`config.mk`:
```
export PLATFORM = sky130hd
export DESIGN_NAME = stc_texel_decoder
export DESIGN_NICKNAME = d
export VERILOG_FILES = /design/src/rtl/stc_pkg.sv /design/src/rtl/stc_channel_decode.sv /design/src/rtl/stc_texel_decoder.sv
export SDC_FILE = /design/constraint.sdc
export NUM_CORES = 1
export LEC_CHECK = 0
export CORE_MARGIN = 10
export CORE_UTILIZATION = 25
export CTS_BUF_LIST = sky130_fd_sc_hd__clkbuf_8
export DETAILED_ROUTE_END_ITERATION = 7
export DONT_BUFFER_PORTS = 1
export GPL_TIMING_DRIVEN = 0
export PLACE_DENSITY_LB_ADDON = 0.05
export SETUP_SLACK_MARGIN = 0.15
export SYNTH_ARGS = -nofsm -noshare
export SYNTH_HDL_FRONTEND = slang
export SYNTH_SLANG_ARGS = --single-unit
```
`constraint.sdc`:
```
create_clock -name clk_sys -period 13.9 [get_ports clk_sys]
set_input_delay 0.695 -clock clk_sys [delete_from_list [all_inputs] [get_ports clk_sys]]
set_output_delay 0.695 -clock clk_sys [all_outputs]
set_load 0.005 [all_outputs]
```
`src/rtl/stc_pkg.sv`:
```
package stc_pkg;

  // Block and word geometry
  localparam int STC_BLOCK_W = 128;
  localparam int STC_WORD_W = 64;
  localparam int STC_TEXEL_W = 4;
  localparam int STC_RES_W = 11;
  localparam int STC_MAG_W = 10;
  localparam int STC_SUM_W = 14;
  localparam int STC_WIDE_W = 16;

  // Field positions inside one 64-bit channel word
  localparam int STC_BASE_MSB = 63;
  localparam int STC_BASE_W = 8;
  localparam int STC_MULT_MSB = 55;
  localparam int STC_MULT_W = 4;
  localparam int STC_TBL_MSB = 51;
  localparam int STC_TBL_W = 4;
  localparam int STC_PIX_W = 3;
  localparam int STC_PIX_FIRST_LSB = 45;
  localparam int STC_MOD_W = 5;
  localparam int STC_SHIFT = 3;

  // Base codeword handling
  localparam logic [STC_SHIFT-1:0] STC_ROUND_BITS = 3'h4;
  localparam logic [STC_BASE_W-1:0] STC_BASE_FORBID = 8'h80;
  localparam logic [STC_BASE_W-1:0] STC_BASE_SUBST = 8'h81;

  // Clamp limits
  localparam logic signed [STC_SUM_W-1:0] STC_UMIN = 14'sh0000;
  localparam logic signed [STC_SUM_W-1:0] STC_UMAX = 14'sh07ff;
  localparam logic signed [STC_SUM_W-1:0] STC_SMIN = -14'sh03ff;
  localparam logic signed [STC_SUM_W-1:0] STC_SMAX = 14'sh03ff;

  // Sixteen modifier tables, entry 0 is the leftmost
  typedef logic signed [STC_MOD_W-1:0] stc_mod_t;
  localparam stc_mod_t STC_MOD_ROM [16][8] = '{
    '{-5'sd3, -5'sd6, -5'sd9, -5'sd15, 5'sd2, 5'sd5, 5'sd8, 5'sd14},
    '{-5'sd3, -5'sd7, -5'sd10, -5'sd13, 5'sd2, 5'sd6, 5'sd9, 5'sd12},
    '{-5'sd2, -5'sd5, -5'sd8, -5'sd13, 5'sd1, 5'sd4, 5'sd7, 5'sd12},
    '{-5'sd2, -5'sd4, -5'sd6, -5'sd13, 5'sd1, 5'sd3, 5'sd5, 5'sd12},
    '{-5'sd3, -5'sd6, -5'sd8, -5'sd12, 5'sd2, 5'sd5, 5'sd7, 5'sd11},
    '{-5'sd3, -5'sd7, -5'sd9, -5'sd11, 5'sd2, 5'sd6, 5'sd8, 5'sd10},
    '{-5'sd4, -5'sd7, -5'sd8, -5'sd11, 5'sd3, 5'sd6, 5'sd7, 5'sd10},
    '{-5'sd3, -5'sd5, -5'sd8, -5'sd11, 5'sd2, 5'sd4, 5'sd7, 5'sd10},
    '{-5'sd2, -5'sd6, -5'sd8, -5'sd10, 5'sd1, 5'sd5, 5'sd7, 5'sd9},
    '{-5'sd2, -5'sd5, -5'sd8, -5'sd10, 5'sd1, 5'sd4, 5'sd7, 5'sd9},
    '{-5'sd2, -5'sd4, -5'sd8, -5'sd10, 5'sd1, 5'sd3, 5'sd7, 5'sd9},
    '{-5'sd2, -5'sd5, -5'sd7, -5'sd10, 5'sd1, 5'sd4, 5'sd6, 5'sd9},
    '{-5'sd3, -5'sd4, -5'sd7, -5'sd10, 5'sd2, 5'sd3, 5'sd6, 5'sd9},
    '{-5'sd1, -5'sd2, -5'sd3, -5'sd10, 5'sd0, 5'sd1, 5'sd2, 5'sd9},
    '{-5'sd4, -5'sd6, -5'sd8, -5'sd9, 5'sd3, 5'sd5, 5'sd7, 5'sd8},
    '{-5'sd3, -5'sd5, -5'sd7, -5'sd9, 5'sd2, 5'sd4, 5'sd6, 5'sd8}
  };

  // Known table entries used by the self-checks
  localparam logic [STC_TBL_W-1:0] STC_CHK_TBL = 4'hd;
  localparam logic [STC_PIX_W-1:0] STC_CHK_PIX_NEG = 3'h3;
  localparam logic [STC_PIX_W-1:0] STC_CHK_PIX_ZERO = 3'h4;
  localparam logic [STC_RES_W-1:0] STC_CHK_MOD_MAG = 11'h00a;
  localparam logic [STC_BASE_W-1:0] STC_CHK_BASE_MIN = 8'h02;

  typedef enum logic [1:0] {
    STC_UNSIGNED_ONE_CHANNEL_FORMAT,
    STC_UNSIGNED_TWO_CHANNEL_FORMAT,
    STC_SIGNED_ONE_CHANNEL_FORMAT
  } stc_fmt_e;

  typedef struct packed {
    stc_fmt_e fmt;
    logic [STC_TEXEL_W-1:0] texel;
    logic [STC_BLOCK_W-1:0] block;
  } stc_req_s;

  typedef struct packed {
    logic [STC_RES_W-1:0] red;
    logic [STC_RES_W-1:0] green;
  } stc_rsp_s;

endpackage

```
`src/rtl/stc_channel_decode.sv`:
```
`timescale 1ns/1ps
module stc_channel_decode (
  // Channel word and texel
  input wire logic [stc_pkg::STC_WORD_W-1:0] word,
  input wire logic [stc_pkg::STC_TEXEL_W-1:0] texel,
  input wire logic is_signed,
  // Decoded value
  output logic [stc_pkg::STC_RES_W-1:0] value
);
  import stc_pkg::*;

  wire [STC_BASE_W-1:0] base_raw = word[STC_BASE_MSB -: STC_BASE_W];
  wire [STC_MULT_W-1:0] mult = word[STC_MULT_MSB -: STC_MULT_W];
  wire [STC_TBL_W-1:0] tbl = word[STC_TBL_MSB -: STC_TBL_W];
  wire [5:0] pix_lsb = 6'(STC_PIX_FIRST_LSB - STC_PIX_W * int'(texel));
  wire [STC_PIX_W-1:0] pix = word[pix_lsb +: STC_PIX_W];

  // The forbidden code is remapped before it can skew the sum
  wire [STC_BASE_W-1:0] base_fix = (base_raw == STC_BASE_FORBID) ? STC_BASE_SUBST : base_raw;
  wire [STC_SUM_W-1:0] base_signed = {{(STC_SUM_W-STC_BASE_W-STC_SHIFT){base_fix[STC_BASE_W-1]}},
                                      base_fix, {STC_SHIFT{1'b0}}};
  wire [STC_SUM_W-1:0] base_unsigned = {{(STC_SUM_W-STC_BASE_W-STC_SHIFT){1'b0}},
                                        base_raw, STC_ROUND_BITS};
  wire signed [STC_SUM_W-1:0] base_term = is_signed ? base_signed : base_unsigned;

  wire stc_mod_t modv = STC_MOD_ROM[tbl][pix];
  wire signed [STC_SUM_W-1:0] mod_ext = STC_SUM_W'(modv);
  wire signed [STC_SUM_W-1:0] prod = mod_ext * $signed({1'b0, mult});
  wire signed [STC_SUM_W-1:0] mod_term = (mult != '0) ? (prod <<< STC_SHIFT) : mod_ext;

  wire signed [STC_SUM_W-1:0] sum = base_term + mod_term;
  wire signed [STC_SUM_W-1:0] lo = is_signed ? STC_SMIN : STC_UMIN;
  wire signed [STC_SUM_W-1:0] hi = is_signed ? STC_SMAX : STC_UMAX;
  wire signed [STC_SUM_W-1:0] clamped = (sum < lo) ? lo : ((sum > hi) ? hi : sum);

  assign value = clamped[STC_RES_W-1:0];
endmodule

```
`src/rtl/stc_texel_decoder.sv`:
```
`timescale 1ns/1ps
// Function
// - Two-channel unsigned block is 16 bytes, first byte is top of red word.
// - First word decodes red, second word green, each independently.
// - Unsigned base term is codeword times eight plus four.
// - Signed block is 8 bytes, first byte is word MSB.
// - Top 16 bits hold base, table, multiplier; low 48 bits texel indices.
// - Signed result is 11-bit two's complement, plus/minus 1023 full scale.
// - Signed base is two's complement; minus 128 becomes minus 127.
// - Signed base term is codeword times eight, no offset.
// - Table index from bits 51..48 selects one of sixteen tables.
// - Texel index from bits 47..0, texel one at bits 44..42.
// - Index counts from leftmost entry; table 13 index 3 gives minus 10.
// - Nonzero multiplier from bits 55..52 scales modifier, then times eight.
// - Signed sum saturates to minus 1023 .. plus 1023.
// - Zero multiplier adds the modifier unscaled, still clamped.
// - Non-negative signed result widens as x<<5 plus x>>5.
// - Negative result is negated, widened, then negated back.
// - Other output widths use the same sign-aware replication.
// - Never deliver fewer than eleven result bits.
// - Shared datapath switches offset, clamp and widening by format.
module stc_texel_decoder #(
  parameter int WIDE_W = stc_pkg::STC_WIDE_W
) (
  // Clock and reset
  input wire logic clk_sys,
  input wire logic sys_rst,
  // Request
  input wire logic req_valid,
  input wire stc_pkg::stc_req_s req,
  // Answer
  output logic rsp_valid,
  output stc_pkg::stc_rsp_s rsp,
  output logic [WIDE_W-1:0] red_wide,
  output logic [WIDE_W-1:0] green_wide
);
  import stc_pkg::*;

  // Request stage
  stc_req_s req_reg;
  logic vld_reg;

  always_ff @(posedge clk_sys) begin
    if (sys_rst) begin
      req_reg <= '0;
      vld_reg <= 1'b0;
    end else begin
      req_reg <= req;
      vld_reg <= req_valid;
    end
  end

  // Format decode
  wire fmt_signed = (req_reg.fmt == STC_SIGNED_ONE_CHANNEL_FORMAT);
  wire fmt_two = (req_reg.fmt == STC_UNSIGNED_TWO_CHANNEL_FORMAT);

  // Lowest-addressed byte sits in block bits 127..120, so it lands on top of the red word
  wire [STC_WORD_W-1:0] red_word = req_reg.block[STC_BLOCK_W-1 -: STC_WORD_W];
  wire [STC_WORD_W-1:0] green_word = req_reg.block[STC_WORD_W-1:0];

  logic [STC_RES_W-1:0] red_val;
  logic [STC_RES_W-1:0] green_val;

  stc_channel_decode u_red (
    .word(red_word),
    .texel(req_reg.texel),
    .is_signed(fmt_signed),
    .value(red_val)
  );

  // Green always decodes as unsigned; the one-channel formats blank it below
  stc_channel_decode u_green (
    .word(green_word),
    .texel(req_reg.texel),
    .is_signed(1'b0),
    .value(green_val)
  );

  wire [STC_RES_W-1:0] green_sel = fmt_two ? green_val : '0;

  // Sign-aware bit replication to WIDE_W bits; WIDE_W below 11 is rejected at elaboration
  function automatic logic [WIDE_W-1:0] widen(input logic [STC_RES_W-1:0] x, input logic sgn);
    logic [WIDE_W-1:0] r;
    logic [STC_MAG_W-1:0] mag;
    logic neg;
    r = '0;
    neg = sgn & x[STC_RES_W-1];
    mag = neg ? STC_MAG_W'(-x) : x[STC_MAG_W-1:0];
    for (int i = 0; i < WIDE_W; i++) begin
      if (sgn) begin
        if (i < WIDE_W - 1) begin
          r[WIDE_W-2-i] = mag[STC_MAG_W-1-(i % STC_MAG_W)];
        end
      end else begin
        r[WIDE_W-1-i] = x[STC_RES_W-1-(i % STC_RES_W)];
      end
    end
    return neg ? -r : r;
  endfunction

  wire [WIDE_W-1:0] red_wide_next = widen(red_val, fmt_signed);
  wire [WIDE_W-1:0] green_wide_next = widen(green_sel, 1'b0);

  if (WIDE_W < STC_RES_W) begin : g_width_guard
    $error("Widened output narrower than eleven bits");
  end

  // Answer stage
  always_ff @(posedge clk_sys) begin
    if (sys_rst) begin
      rsp_valid <= 1'b0;
      rsp <= '0;
      red_wide <= '0;
      green_wide <= '0;
    end else begin
      rsp_valid <= vld_reg;
      rsp.red <= red_val;
      rsp.green <= green_sel;
      red_wide <= red_wide_next;
      green_wide <= green_wide_next;
    end
  end

  // Self-check helpers on the red word
  wire [STC_BASE_W-1:0] chk_base = red_word[STC_BASE_MSB -: STC_BASE_W];
  wire [STC_MULT_W-1:0] chk_mult = red_word[STC_MULT_MSB -: STC_MULT_W];
  wire [STC_TBL_W-1:0] chk_tbl = red_word[STC_TBL_MSB -: STC_TBL_W];
  wire [5:0] chk_lsb = 6'(STC_PIX_FIRST_LSB - STC_PIX_W * int'(req_reg.texel));
  wire [STC_PIX_W-1:0] chk_pix = red_word[chk_lsb +: STC_PIX_W];
  wire [STC_BASE_W-1:0] chk_base_fix = (chk_base == STC_BASE_FORBID) ? STC_BASE_SUBST : chk_base;
  wire signed [STC_RES_W-1:0] chk_base_s = STC_RES_W'($signed(chk_base_fix)) * 11'sd8;
  wire [STC_RES_W-1:0] chk_base_u = STC_RES_W'(chk_base) * 11'd8 + STC_RES_W'(STC_ROUND_BITS);
  wire [STC_RES_W-1:0] chk_base_term = fmt_signed ? chk_base_s : chk_base_u;
  wire chk_zero_mod = (chk_tbl == STC_CHK_TBL) && (chk_pix == STC_CHK_PIX_ZERO);
  wire chk_neg_mod = (chk_tbl == STC_CHK_TBL) && (chk_pix == STC_CHK_PIX_NEG);
  wire chk_halves_eq = (red_word == green_word);
  wire chk_base_neg = fmt_signed && chk_base_fix[STC_BASE_W-1];
  wire [STC_RES_W-1:0] chk_neg_scaled = STC_RES_W'((STC_CHK_MOD_MAG * chk_mult) << STC_SHIFT);
  wire [STC_RES_W-1:0] chk_scaled_res = chk_base_term - chk_neg_scaled;

  // Green word helpers share the texel position with red
  wire [STC_BASE_W-1:0] chk_g_base = green_word[STC_BASE_MSB -: STC_BASE_W];
  wire [STC_TBL_W-1:0] chk_g_tbl = green_word[STC_TBL_MSB -: STC_TBL_W];
  wire [STC_PIX_W-1:0] chk_g_pix = green_word[chk_lsb +: STC_PIX_W];
  wire [STC_RES_W-1:0] chk_g_base_u = (STC_RES_W'(chk_g_base) << STC_SHIFT) | STC_RES_W'(STC_ROUND_BITS);
  wire chk_g_zero_mod = (chk_g_tbl == STC_CHK_TBL) && (chk_g_pix == STC_CHK_PIX_ZERO);

  a_answer_latency: assert property (@(posedge clk_sys) disable iff (sys_rst)
    req_valid |=> ##1 rsp_valid)
    else $error("Answer did not follow request by two cycles");

  a_no_spurious: assert property (@(posedge clk_sys) disable iff (sys_rst)
    rsp_valid |-> $past(req_valid, 2))
    else $error("Answer without a request two cycles earlier");

  a_signed_range: assert property (@(posedge clk_sys) disable iff (sys_rst)
    (vld_reg && fmt_signed) |=> ($signed(rsp.red) >= -11'sd1023) && ($signed(rsp.red) <= 11'sd1023))
    else $error("Signed result outside saturation range");

  a_base_term: assert property (@(posedge clk_sys) disable iff (sys_rst)
    (vld_reg && chk_zero_mod) |=> (rsp.red == $past(chk_base_term)))
    else $error("Base term wrong for zero modifier");

  a_signed_base: assert property (@(posedge clk_sys) disable iff (sys_rst)
    (vld_reg && fmt_signed && chk_zero_mod && chk_base == STC_BASE_FORBID)
      |=> ($signed(rsp.red) == -11'sd1016))
    else $error("Forbidden signed base not remapped");

  a_mult_zero: assert property (@(posedge clk_sys) disable iff (sys_rst)
    (vld_reg && !fmt_signed && chk_neg_mod && chk_mult == '0 && chk_base >= STC_CHK_BASE_MIN)
      |=> (rsp.red == $past(chk_base_term) - STC_CHK_MOD_MAG))
    else $error("Zero multiplier did not add modifier unscaled");

  a_wide_pos: assert property (@(posedge clk_sys) disable iff (sys_rst)
    (vld_reg && fmt_signed && !red_val[STC_RES_W-1])
      |=> (red_wide[WIDE_W-1 -: STC_RES_W] == rsp.red) && !red_wide[WIDE_W-1])
    else $error("Positive widening lost the result bits");

  // Negating the replicated low bits can lift the top field's magnitude by one
  a_wide_neg: assert property (@(posedge clk_sys) disable iff (sys_rst)
    (vld_reg && fmt_signed && red_val[STC_RES_W-1])
      |=> red_wide[WIDE_W-1] && ((STC_RES_W'(-red_wide[WIDE_W-1 -: STC_RES_W]) - STC_RES_W'(-rsp.red)) <= 11'h001))
    else $error("Negative widening broke the sign or magnitude");

  a_wide_unsigned: assert property (@(posedge clk_sys) disable iff (sys_rst)
    (vld_reg && !fmt_signed) |=> (red_wide[WIDE_W-1 -: STC_RES_W] == rsp.red)
      && (green_wide[WIDE_W-1 -: STC_RES_W] == rsp.green))
    else $error("Unsigned widening dropped result bits");

  a_channels_match: assert property (@(posedge clk_sys) disable iff (sys_rst)
    (vld_reg && fmt_two && chk_halves_eq) |=> (rsp.red == rsp.green))
    else $error("Equal channel words decoded differently");

  a_mult_scaled: assert property (@(posedge clk_sys) disable iff (sys_rst)
    (vld_reg && chk_neg_mod && chk_mult != '0 && !chk_base_neg && chk_base_term >= chk_neg_scaled)
      |=> (rsp.red == $past(chk_scaled_res)))
    else $error("Nonzero multiplier did not scale the modifier");

  a_unsigned_floor: assert property (@(posedge clk_sys) disable iff (sys_rst)
    (vld_reg && !fmt_signed && chk_neg_mod && chk_mult != '0 && chk_base_term < chk_neg_scaled)
      |=> (rsp.red == '0))
    else $error("Unsigned result not clamped at zero");

  a_signed_floor: assert property (@(posedge clk_sys) disable iff (sys_rst)
    (vld_reg && chk_base_neg && chk_neg_mod && chk_mult == '1)
      |=> (rsp.red == STC_RES_W'(STC_SMIN)))
    else $error("Signed result not saturated at the lower limit");

  a_green_blank: assert property (@(posedge clk_sys) disable iff (sys_rst)
    (vld_reg && !fmt_two) |=> (rsp.green == '0) && (green_wide == '0))
    else $error("Green channel not blanked for a one-channel format");

  a_green_base: assert property (@(posedge clk_sys) disable iff (sys_rst)
    (vld_reg && fmt_two && chk_g_zero_mod) |=> (rsp.green == $past(chk_g_base_u)))
    else $error("Green base term wrong for zero modifier");

  a_reset_quiet: assert property (@(posedge clk_sys)
    sys_rst |=> !rsp_valid && (rsp == '0) && (red_wide == '0) && (green_wide == '0))
    else $error("Outputs not cleared by reset");

endmodule

```
== Yosys cells after proc, flatten, opt, wreduce, memory -nomap -nowiden ==
Memories as Yosys holds them, arrays and structs flattened.
Index checks and enable logic that the tools add are counted.
W data, S select, Z words.

* Add/sub/neg operators: 5
* Multiply operators: 3
* $lt $le $gt $ge: 8
* Equal/unequal tests: 3
* Shift-type cells: 2
* Muxes and demuxes: 39
* Bitwise gates (word level): 5
* Reduce and logical (&&, ||, !) cells: 2

{| class="wikitable"
|+ Operators by type and width
! kind !! count
|-
| $mux W40 || 4
|-
| $shiftx A64 B7 Y3 || 2
|-
| $mux W11 || 6
|-
| $mux W14 || 4
|-
| $bmux W5 S3 || 2
|-
| $mul A5 B5 Y10 || 2
|-
| $mux W5 || 4
|-
| $mux W1 || 16
|-
| $mux W16 || 1
|-
| $neg A16 Y16 || 1
|-
| $add A12 B14 Y14 || 1
|-
| $add A14 B14 Y14 || 1
|-
| $gt A14 B12 Y1 || 1
|-
| $gt A14 B12 Y1 const B || 1
|-
| $lt A14 B1 Y1 const B || 1
|-
| $lt A14 B14 Y1 || 1
|-
| $ge A5 B5 Y1 const B || 2
|-
| $mux W10 || 1
|-
| $neg A10 Y10 || 1
|-
| $not A4 Y5 || 2
|-
| $eq A8 B8 Y1 const B || 1
|-
| $ge A4 B4 Y1 const B || 2
|-
| $mux W8 || 1
|-
| $not A3 Y4 || 2
|-
| 6 further kinds || 7
|}

* Flip-flop bits (word level): 190
* ROM bits: 1,280
* Bits of input ports: 137
* Output and inout port bits: 55
* Word-level logic and storage cells: 78
* Memories: 2

{| class="wikitable"
|+ Memories
! name !! depth !! width !! read ports !! clocked after Yosys merged registers in !! write ports !! line !! source
|-
| (name not given) || 16 || 40 || 1 || 0 || 0 || stc_channel_decode.sv:26 || <nowiki>wire stc_mod_t modv = STC_MOD_ROM[tbl][pix];</nowiki>
|-
| (name not given) || 16 || 40 || 1 || 0 || 0 || stc_channel_decode.sv:26 ||
|}

== Longest topological paths before layout ==
Gate-level depths: netlist (run 1).

* Word-level depth: 18
* Mapped depth: 58
* Mapped depth without buffers: 52

== Modules after synthesis ==
Synthesis (run 1) repeated with hierarchy kept, for this count alone.

* Cells, all modules: 1,461
* Area total of the unflattened synthesis: 14,042.2 µm²

{| class="wikitable"
|+ By module, submodules not included
! module !! times used !! cells each !! area an instance (µm²) !! seq. area each (µm²)
|-
| stc_texel_decoder || 1 || 518 || 5,669.2 || 3,483.3
|-
| stc_channel_decode at u_green || 1 || 476 || 4,259.1 || 0.0
|-
| stc_channel_decode at u_red || 1 || 467 || 4,113.9 || 0.0
|}

== Least setup slack after synthesis (run 1) ==
No wires, ideal clock.

* Path kind: register -> register
* From: register req_reg[128] in the netlist's numbering
* To: register red_wide[10]
* Setup time: 0.121 ns
* Data arrival time: 11.631 ns
* Data required time: 13.779 ns
* Path slack: 2.148 ns
* Stages on the path, launching flop included: 55
* Path buffers: 5
* Period minus slack after synthesis: 11.752 ns
* Path through: dfxtp_1 ha_1 fa_1 or3b_4 a211o_1 buf_6 a311oi_1 a221o_1 and2_1 buf_2 buf_2 nor2_1 a21oi_1 a21oi_1 a311o_1 o31a_1 and2_1 ha_1 [19 not listed] a21oi_1 o2111ai_1 o31ai_1 o22ai_1 mux2_4 o31ai_4 ha_1 clkbuf_1 nand3_1 a2bb2oi_1 and2_1 o211a_2 ha_1 nand2_1 nor4_1 and3_1 nor3_2 mux2_4

* Longest elaborated chain between the ends: 18
* Elaborated cells between the ends (all ways): 30
* Classes of those cells: 4 x add/sub; 2 x mul; 2 x order compare; 1 x shift; 19 x mux; 2 x bitwise

{| class="wikitable"
|+ RTL lines
! item !! line !! source
|-
| start: declaration || stc_texel_decoder.sv:40 || <nowiki>stc_req_s req_reg;</nowiki>
|-
| start signal: assignment || stc_texel_decoder.sv:48 || <nowiki>req_reg <= req;</nowiki>
|-
| $mul A2 B4 Y6 (*) || - ||
|-
| $sub A6 B6 Y6 (*) || stc_channel_decode.sv:15 || <nowiki>wire [5:0] pix_lsb = 6'(STC_PIX_FIRST_LSB - STC_PIX_W * int'(texel));</nowiki>
|-
| $shiftx A64 B7 Y3 (*) || stc_channel_decode.sv:16 || <nowiki>wire [STC_PIX_W-1:0] pix = word[pix_lsb +: STC_PIX_W];</nowiki>
|-
| $not A3 Y4 (not written as such) (*) || stc_channel_decode.sv:26 ||
|-
| $bmux W5 S3 (*) || stc_channel_decode.sv:26 ||
|-
| $mux W5 (not written as such) (*) (2 in a row) || stc_channel_decode.sv:26 ||
|-
| $mul A5 B5 Y10 || stc_channel_decode.sv:28 || <nowiki>wire signed [STC_SUM_W-1:0] prod = mod_ext * $signed({1'b0, mult});</nowiki>
|-
| $mux W14 (*) || stc_channel_decode.sv:29 || <nowiki>wire signed [STC_SUM_W-1:0] mod_term = (mult != '0) ? (prod <<< STC_SHIFT) : mod_ext;</nowiki>
|-
| $add A14 B14 Y14 (*) || stc_channel_decode.sv:31 || <nowiki>wire signed [STC_SUM_W-1:0] sum = base_term + mod_term;</nowiki>
|-
| $gt A14 B12 Y1 || stc_channel_decode.sv:34 || <nowiki>wire signed [STC_SUM_W-1:0] clamped = (sum < lo) ? lo : ((sum > hi) ? hi : sum);</nowiki>
|-
| $mux W11 || stc_channel_decode.sv:34 ||
|-
| $mux W11 (*) || stc_channel_decode.sv:34 ||
|-
| $neg A10 Y10 or $and A1 B1 Y1 (tied branches) || stc_texel_decoder.sv:88, stc_texel_decoder.sv:87 ||
|-
| $mux W10 || stc_texel_decoder.sv:88 || <nowiki>mag = neg ? STC_MAG_W'(-x) : x[STC_MAG_W-1:0];</nowiki>
|-
| $mux W1 || stc_texel_decoder.sv:90 || <nowiki>if (sgn) begin</nowiki>
|-
| $neg A16 Y16 || stc_texel_decoder.sv:98 || <nowiki>return neg ? -r : r;</nowiki>
|-
| $mux W16 (*) || stc_texel_decoder.sv:98 ||
|-
| end signal: assignment || stc_texel_decoder.sv:119 || <nowiki>red_wide <= red_wide_next;</nowiki>
|-
| end: declaration || stc_texel_decoder.sv:34 || <nowiki>output logic [WIDE_W-1:0] red_wide,</nowiki>
|}

Mark *: on every way between the ends. The rest lies on a longest branch, timed or not. The select of a mux whose other input is x is not followed.
A chain may end at the register's enable or synchronous reset.

== Worst setup path in the final report (run 1) ==
* From: register req_reg[128] in the netlist's numbering
* To: register red_wide[6]

Same word-level chain as after synthesis.

==> reports/metrics.csv, run 1 <==
metric,value,unit
run status,completed,
Bufs on Longest Clock Path,2,
"Design Area, Final",0.0150,mm2
endpoint type of the worst setup path,register,
Starting Density,25.2,%
Die X-Extent,253,um
post-layout min period,12890,ps
pwr dens,206,mW/mm2
hold_buf cts,0,
Startpoint Class,register,
FF-to-FF setup slack,1010,ps
Mapped Cells,1437,
Post-synth EDFFs,0,
CTS tree,built,
most frequent cells in the layout,"dfxtp_1 (173), nor2b_1 (148), mux4_2 (93)",
vias in the first global route,11605,
grt ovf,0,
CTS sink count,174,
Antenna Nets Post-Route,0,
initial drt markers,729,
CORE AREA,0.0538,mm2
Avg WL per Cell,21.8,um
final hold violations,0,
unique cell type count in the Yosys netlist,97,
slowest cell on the critical path,fa_2,
GRT Total Usage,14.9,%
Final period util,92.7,%
H-tree depth,4,
Max Cap Viol,0,
Post-route DRC,0,
Syn Nets,1679,
hold slack,268,ps
fraction of registers with async set/reset,0,%
sequential fraction of the synthesis area,25.7,%
# nets final,1705,
Layout area overhead,10.3,%
largest net degree at the start of global routing,17,
max reg flops,52,
syn avg cell area,9.44,um2
max-slew violations,0,
Die ar.,0.0640,mm2
"most common cell after layout, fill and taps aside",dfxtp_1,
"Cell Area, Placed",0.0144,mm2
vias after detailed routing,10859,
Worst VDD drop,0.0983,mV
Synth Register Bits,174,
post-synth top area share,25.7,%
Critical Path Max Stage Delay,540,ps
vias per inst,4.99,
leakage,5.91,nW
Worst-Skew Late Latency,550,ps
standard-cell row count,85,
CTS buffer count,17,
drt total wl,47.4,mm
critical path required time,14360,ps
final setup vio count,0,
hold crit path type,in -> reg,
CTS clock-pin slew for the worst setup and hold paths,100,ps
GP Congestion,0.817,
share of layout cells above drive strength 1,17.0,%
synth warn,0,
max_slew headroom,36.4,%
Setup TNS Final,0,ps
clock root buffer,clkbuf_8,
fmax,77.6,MHz
Die Y,253,um
Worst EP arrival,13350,ps
Yosys top cell by area,dfxtp_1,
crit-path max FO,10,
DP HPWL,38.2,mm
Worst Setup Path Type,reg -> reg,
skew final,22.1,ps
Mapped Area,0.0136,mm2
CP most frequent cell,ha_1,
initial antenna violation count,11,
# port buffers,0,
IO Pins,192,
Pre-Repair DR Iteration Count,5,
"Top FF cell, synth",dfxtp_1,
worst slew pin tran,954,ps
first-pass GRT wire length,72.7,mm
unrepaired setup endpoints after global routing,false,
Synth area leaders,"dfxtp_1 (26%), mux4_2 (15%), ha_1 (7.3%)",
## cell usage after synthesis, drive strengths merged, types with 8 or more instances
| master | instances |
|---|---|
| o21a | 8 |
| nor4 | 8 |
| nor3 | 21 |
| ha | 79 |
| mux4 | 93 |
| a21o | 17 |
| xnor2 | 34 |
| and3 | 12 |
| mux2 | 9 |
| nor2b | 148 |
| inv | 88 |
| mux2i | 46 |
| a211oi | 9 |
| o21bai | 9 |
| a21oi | 91 |
| a31oi | 23 |
| and2 | 39 |
| fa | 26 |
| a31o | 11 |
| o31ai | 8 |
| xor2 | 15 |
| o21ai | 47 |
| clkbuf | 50 |
| nor2 | 81 |
| nand2b | 13 |
| nand3 | 23 |
| nand2 | 87 |
| buf | 57 |
| dfxtp | 174 |
## metal layers
metal | GRT usage (%) | routed length, um | vias up | part of all wire [%]
met4 | 3.96 | 653 | 8 | 1.4
met3 | 3.12 | 1860 | 43 | 3.9
met2 | 25.8 | 23600 | 214 | 50
met1 | 18.5 | 21100 | 5385 | 45
li1 | - | - | 5209 | -
met5 | 0 | 63 | - | 0.13
## critical path: cells and delay by family, from the launching register on
family                   cells  cell delay (ps)
multiplexers                 1              380
buffers and inverters       11             1810
AND/OR/NAND/NOR             10             1590
AO/OA/AOI/OAI               23             4670
adder cells (fa/ha/maj)     10             3660
flip-flops                   1              380
XOR/XNOR                     2              230
## worst paths after layout
path | start | endpoint | cells past startpoint
worst max-delay path | req_reg[128] | red_wide[6] | 57
worst min-delay path | req[6] | green_word[6] | 1
worst max register to register | req_reg[128] | red_wide[6] | 57
worst min register to register | vld_reg | rsp_valid | 1
## where the power goes
group,switching (mW),leakage [nW],internal [mW]
clock network,0.199,0.165,0.122
registers,0.0470,1.45,0.560
logic,1.35,4.30,0.805
## per-stage QoR
step / utilization [%] / std cells / worst slack, ps / total power [mW]
after detailed placement: 26.8 / 2133 / -372 / 2.68
final: 27.8 / 2174 / 1010 / 3.08
after global routing: 27.8 / 2174 / 180 / 3.36
after floorplan: - / 1437 / 2150 / 2.13
after global placement: 26.8 / 2133 / -562 / 2.72
after CTS: 27.5 / 2165 / 242 / 3.05
## area by class of cell
class / count / area [um2]
Clock inverter: 14 / 97.6
Inverter: 89 / 334
Timing Repair Buffer: 7 / 52.6
Sequential cell: 174 / 3480
Tap cell: 696 / 871
Buffer: 107 / 587
Multi-Input combinational cell: 1067 / 9300
Fill cell: 5851 / 38800
Antenna cell: 3 / 7.51
Clock buffer: 17 / 234
## kinds of logic after synthesis
logic type                 count (synthesis)  synth area share, %
buffers and inverters                    196                 6.69
AOI/OAI and AO/OA                        300                 15.3
adders and majority gates                105                 11.1
DFF                                      174                 25.7
muxes                                    148                 19.6
xor gates and xnor gates                  49                 3.22
and+or+nand+nor                          465                 18.4
## timing repair
action,CTS,global route
endpoints found under the setup margin,11,12
buffers inserted,1,6
pin swaps,1,6
gates resized for setup,7,26
Note: power is estimated with default switching activity, not from simulation.
==> run 2: changes to the inputs <==
Settings changed: CELL_PAD_IN_SITES_DETAIL_PLACEMENT set to 1, CELL_PAD_IN_SITES_GLOBAL_PLACEMENT set to 1, CORE_UTILIZATION 25 to 52.
==> run 2 against run 1 <==
Net effect:
- die area shrank 49%
- power grew 2.0%
- fmax shrank 1.3%
- setup slack lost 170 ps
- wire length shrank 8.1%
- register-to-register slack lost 170 ps
- final area shrank 3.1%
- clock power grew 12%
- sequential cell count is the same
- sequential share of layout area grew 0.74 points
- worst hold slack gained 68 ps
- core utilization grew 28 points
==> reports/metrics.csv, run 2 (synthesis results as in run 1) <==
metric,value,unit,change
Worst Setup Path Type,reg -> reg,,unchanged
vias in the first global route,12044,,was 11605
max-slew violations,0,,unchanged
post-layout min period,13070,ps,was 12890 ps
critical path required time,14290,ps,was 14360 ps
initial antenna violation count,13,,was 11
unrepaired setup endpoints after global routing,false,,unchanged
H-tree depth,4,,unchanged
Worst EP arrival,13460,ps,was 13350 ps
pre-CTS WS,-49.3,ps,was -372 ps
most frequent cells in the layout,"dfxtp_1 (173), nor2b_1 (148), mux4_2 (93)",,unchanged
DP HPWL,34.4,mm,was 38.2 mm
max reg flops,52,,unchanged
CTS tree,built,,unchanged
first-pass GRT wire length,68.4,mm,was 72.7 mm
Pre-Repair DR Iteration Count,5,,unchanged
standard-cell row count,59,,was 85
Die X-Extent,182,um,was 253 um
# port buffers,0,,unchanged
Post-route DRC,0,,unchanged
slowest cell on the critical path,fa_1,,was fa_2
GRT Total Usage,25.7,%,was 14.9%
CTS buffer count,17,,unchanged
FF-to-FF setup slack,830,ps,was 1010 ps
R2R depth,52,,was 57
skew final,23.8,ps,was 22.1 ps
CP most frequent cell,ha_1,,unchanged
Worst VDD drop,0.163,mV,was 0.0983 mV
Die ar.,0.0330,mm2,was 0.0640 mm2
CORE AREA,0.0258,mm2,was 0.0538 mm2
Setup TNS Final,0,ps,unchanged
crit-path max FO,10,,unchanged
Hold Crit Depth,1,,unchanged
CTS sink count,174,,unchanged
run status,completed,,unchanged
final hold violations,0,,unchanged
slack of the critical path,835,ps,was 1010 ps
Worst-Skew Late Latency,480,ps,was 550 ps
leakage,5.91,nW,about the same
hold_sp,req[45],,was req[6]
pwr dens,217,mW/mm2,was 206 mW/mm2
drt total wl,43.5,mm,was 47.4 mm
Antenna Nets Post-Route,0,,unchanged
grt ovf,0,,unchanged
Starting Density,52.5,%,was 25.2%
endpoint type of the worst setup path,register,,unchanged
Avg WL per Cell,24.0,um,was 21.8 um
worst slew pin tran,891,ps,was 954 ps
Max Cap Viol,0,,unchanged
vias per inst,6.32,,was 4.99
launching point of the worst reg2reg path,req_reg[128],,unchanged
largest net degree at the start of global routing,19,,was 17
hold_buf cts,0,,unchanged
Critical Path Max Stage Delay,580,ps,was 540 ps
"most common cell after layout, fill and taps aside",dfxtp_1,,unchanged
GP Congestion,0.937,,was 0.817
initial drt markers,903,,was 729
Final Util,56.1,%,was 27.8%
fillers,2983,,was 5851
share of layout cells above drive strength 1,16.8,%,was 17.0%
Setup crit start,req_reg[128],,unchanged
max_slew headroom,40.6,%,was 36.4%
clock root buffer,clkbuf_8,,unchanged
final setup vio count,0,,unchanged
fmax,76.5,MHz,was 77.6 MHz
hold crit path type,in -> reg,,unchanged
Die Y,182,um,was 253 um
Bufs on Longest Clock Path,2,,unchanged
CTS clock-pin slew for the worst setup and hold paths,110,ps,was 100 ps
capturing point of the worst reg2reg path,red_wide[6],,unchanged
# nets final,1702,,was 1705
Final period util,94.0,%,was 92.7%
worst setup path end,red_wide[6],,unchanged
Layout area overhead,6.87,%,was 10.3%
IO Pins,192,,unchanged
Startpoint Class,register,,unchanged
vias after detailed routing,11467,,was 10859
-- run 2: changes by cell type in the layout (fill, tap and decap cells not counted), moves of 2 or more --
| cell | before | now |
|---|---|---|
| buf_4 | 34 | 31 |
| diode_2 | 3 | 7 |
| inv_6 | 4 | 2 |
| inv_8 | 0 | 6 |
| inv_1 | 89 | 87 |
| clkinv_8 | 0 | 2 |
| clkinvlp_4 | 5 | 2 |
-- run 2: per-stage QoR --
stage / instances / power [mW] / hold WS [ps] / area (um2)
2_1_floorplan: 1437 / 2.13 / 414 / 13600
3_3_place_gp: 1772 / 2.64 / 491 / 14000
3_5_place_dp: 1772 / 2.67 / 487 / 14000
4_1_cts: 1804 / 3.06 / 309 / 14400
5_1_grt: 1812 / 3.38 / 317 / 14500
6_report: 1815 / 3.14 / 335 / 14500
-- run 2: worst min path at each step --
| stage | to | slack, ps |
|---|---|---|
| 6_report | green_word[45] | 340 |
| 5_1_grt | red_word[26] | 320 |
| 4_1_cts | red_word[26] | 310 |
| 3_5_place_dp | rsp_valid | 490 |
| 3_3_place_gp | rsp_valid | 490 |
| 2_1_floorplan | rsp_valid | 410 |
-- run 2: area by class of cell --
cell class                      instances  area (um2)  share of cell area, %
Multi-Input combinational cell       1067        9250                   63.8
Buffer                                107         583                   4.02
Antenna cell                            7        17.5                  0.121
Inverter                               89         334                   2.30
Tap cell                              335         419                   2.89
Clock buffer                           17         234                   1.61
Sequential cell                       174        3480                   24.0
Clock inverter                         15         150                   1.04
Timing Repair Buffer                    4        30.0                  0.207
-- run 2: per-layer routing --
| layer | global-route usage (%) | routed length [um] | share of wire, % | vias to the layer above |
|---|---|---|---|---|
| met5 | 0 | 64 | 0.15 | - |
| met4 | 7.32 | 790 | 1.8 | 12 |
| met3 | 6.70 | 3670 | 8.4 | 72 |
| met2 | 40.5 | 20000 | 46 | 502 |
| met1 | 34.1 | 19000 | 44 | 5681 |
| li1 | - | - | - | 5200 |
-- run 2: what timing repair did --
action / CTS / global route
setup buffers: 0 / 4
pin swaps: 1 / 4
endpoints found under the setup margin: 2 / 15
resized for setup: 7 / 18
-- run 2: power by group --
part	total (mW)	switching [mW]	leakage, nW	internal, mW
clock network	0.359	0.225	0.195	0.134
logic	2.18	1.37	4.27	0.805
registers	0.606	0.0463	1.45	0.560
total	3.14	1.65	5.91	1.50
-- run 2: worst max-delay path, delay by kind of cell, from the launching register on --
family          cells  cell delay [ps]
fa+ha+maj          10             3440
flops               1              380
simple gates        8             1730
xor+xnor            2              220
compound gates     23             5260
mux                 2              950
buf+inv             7              950
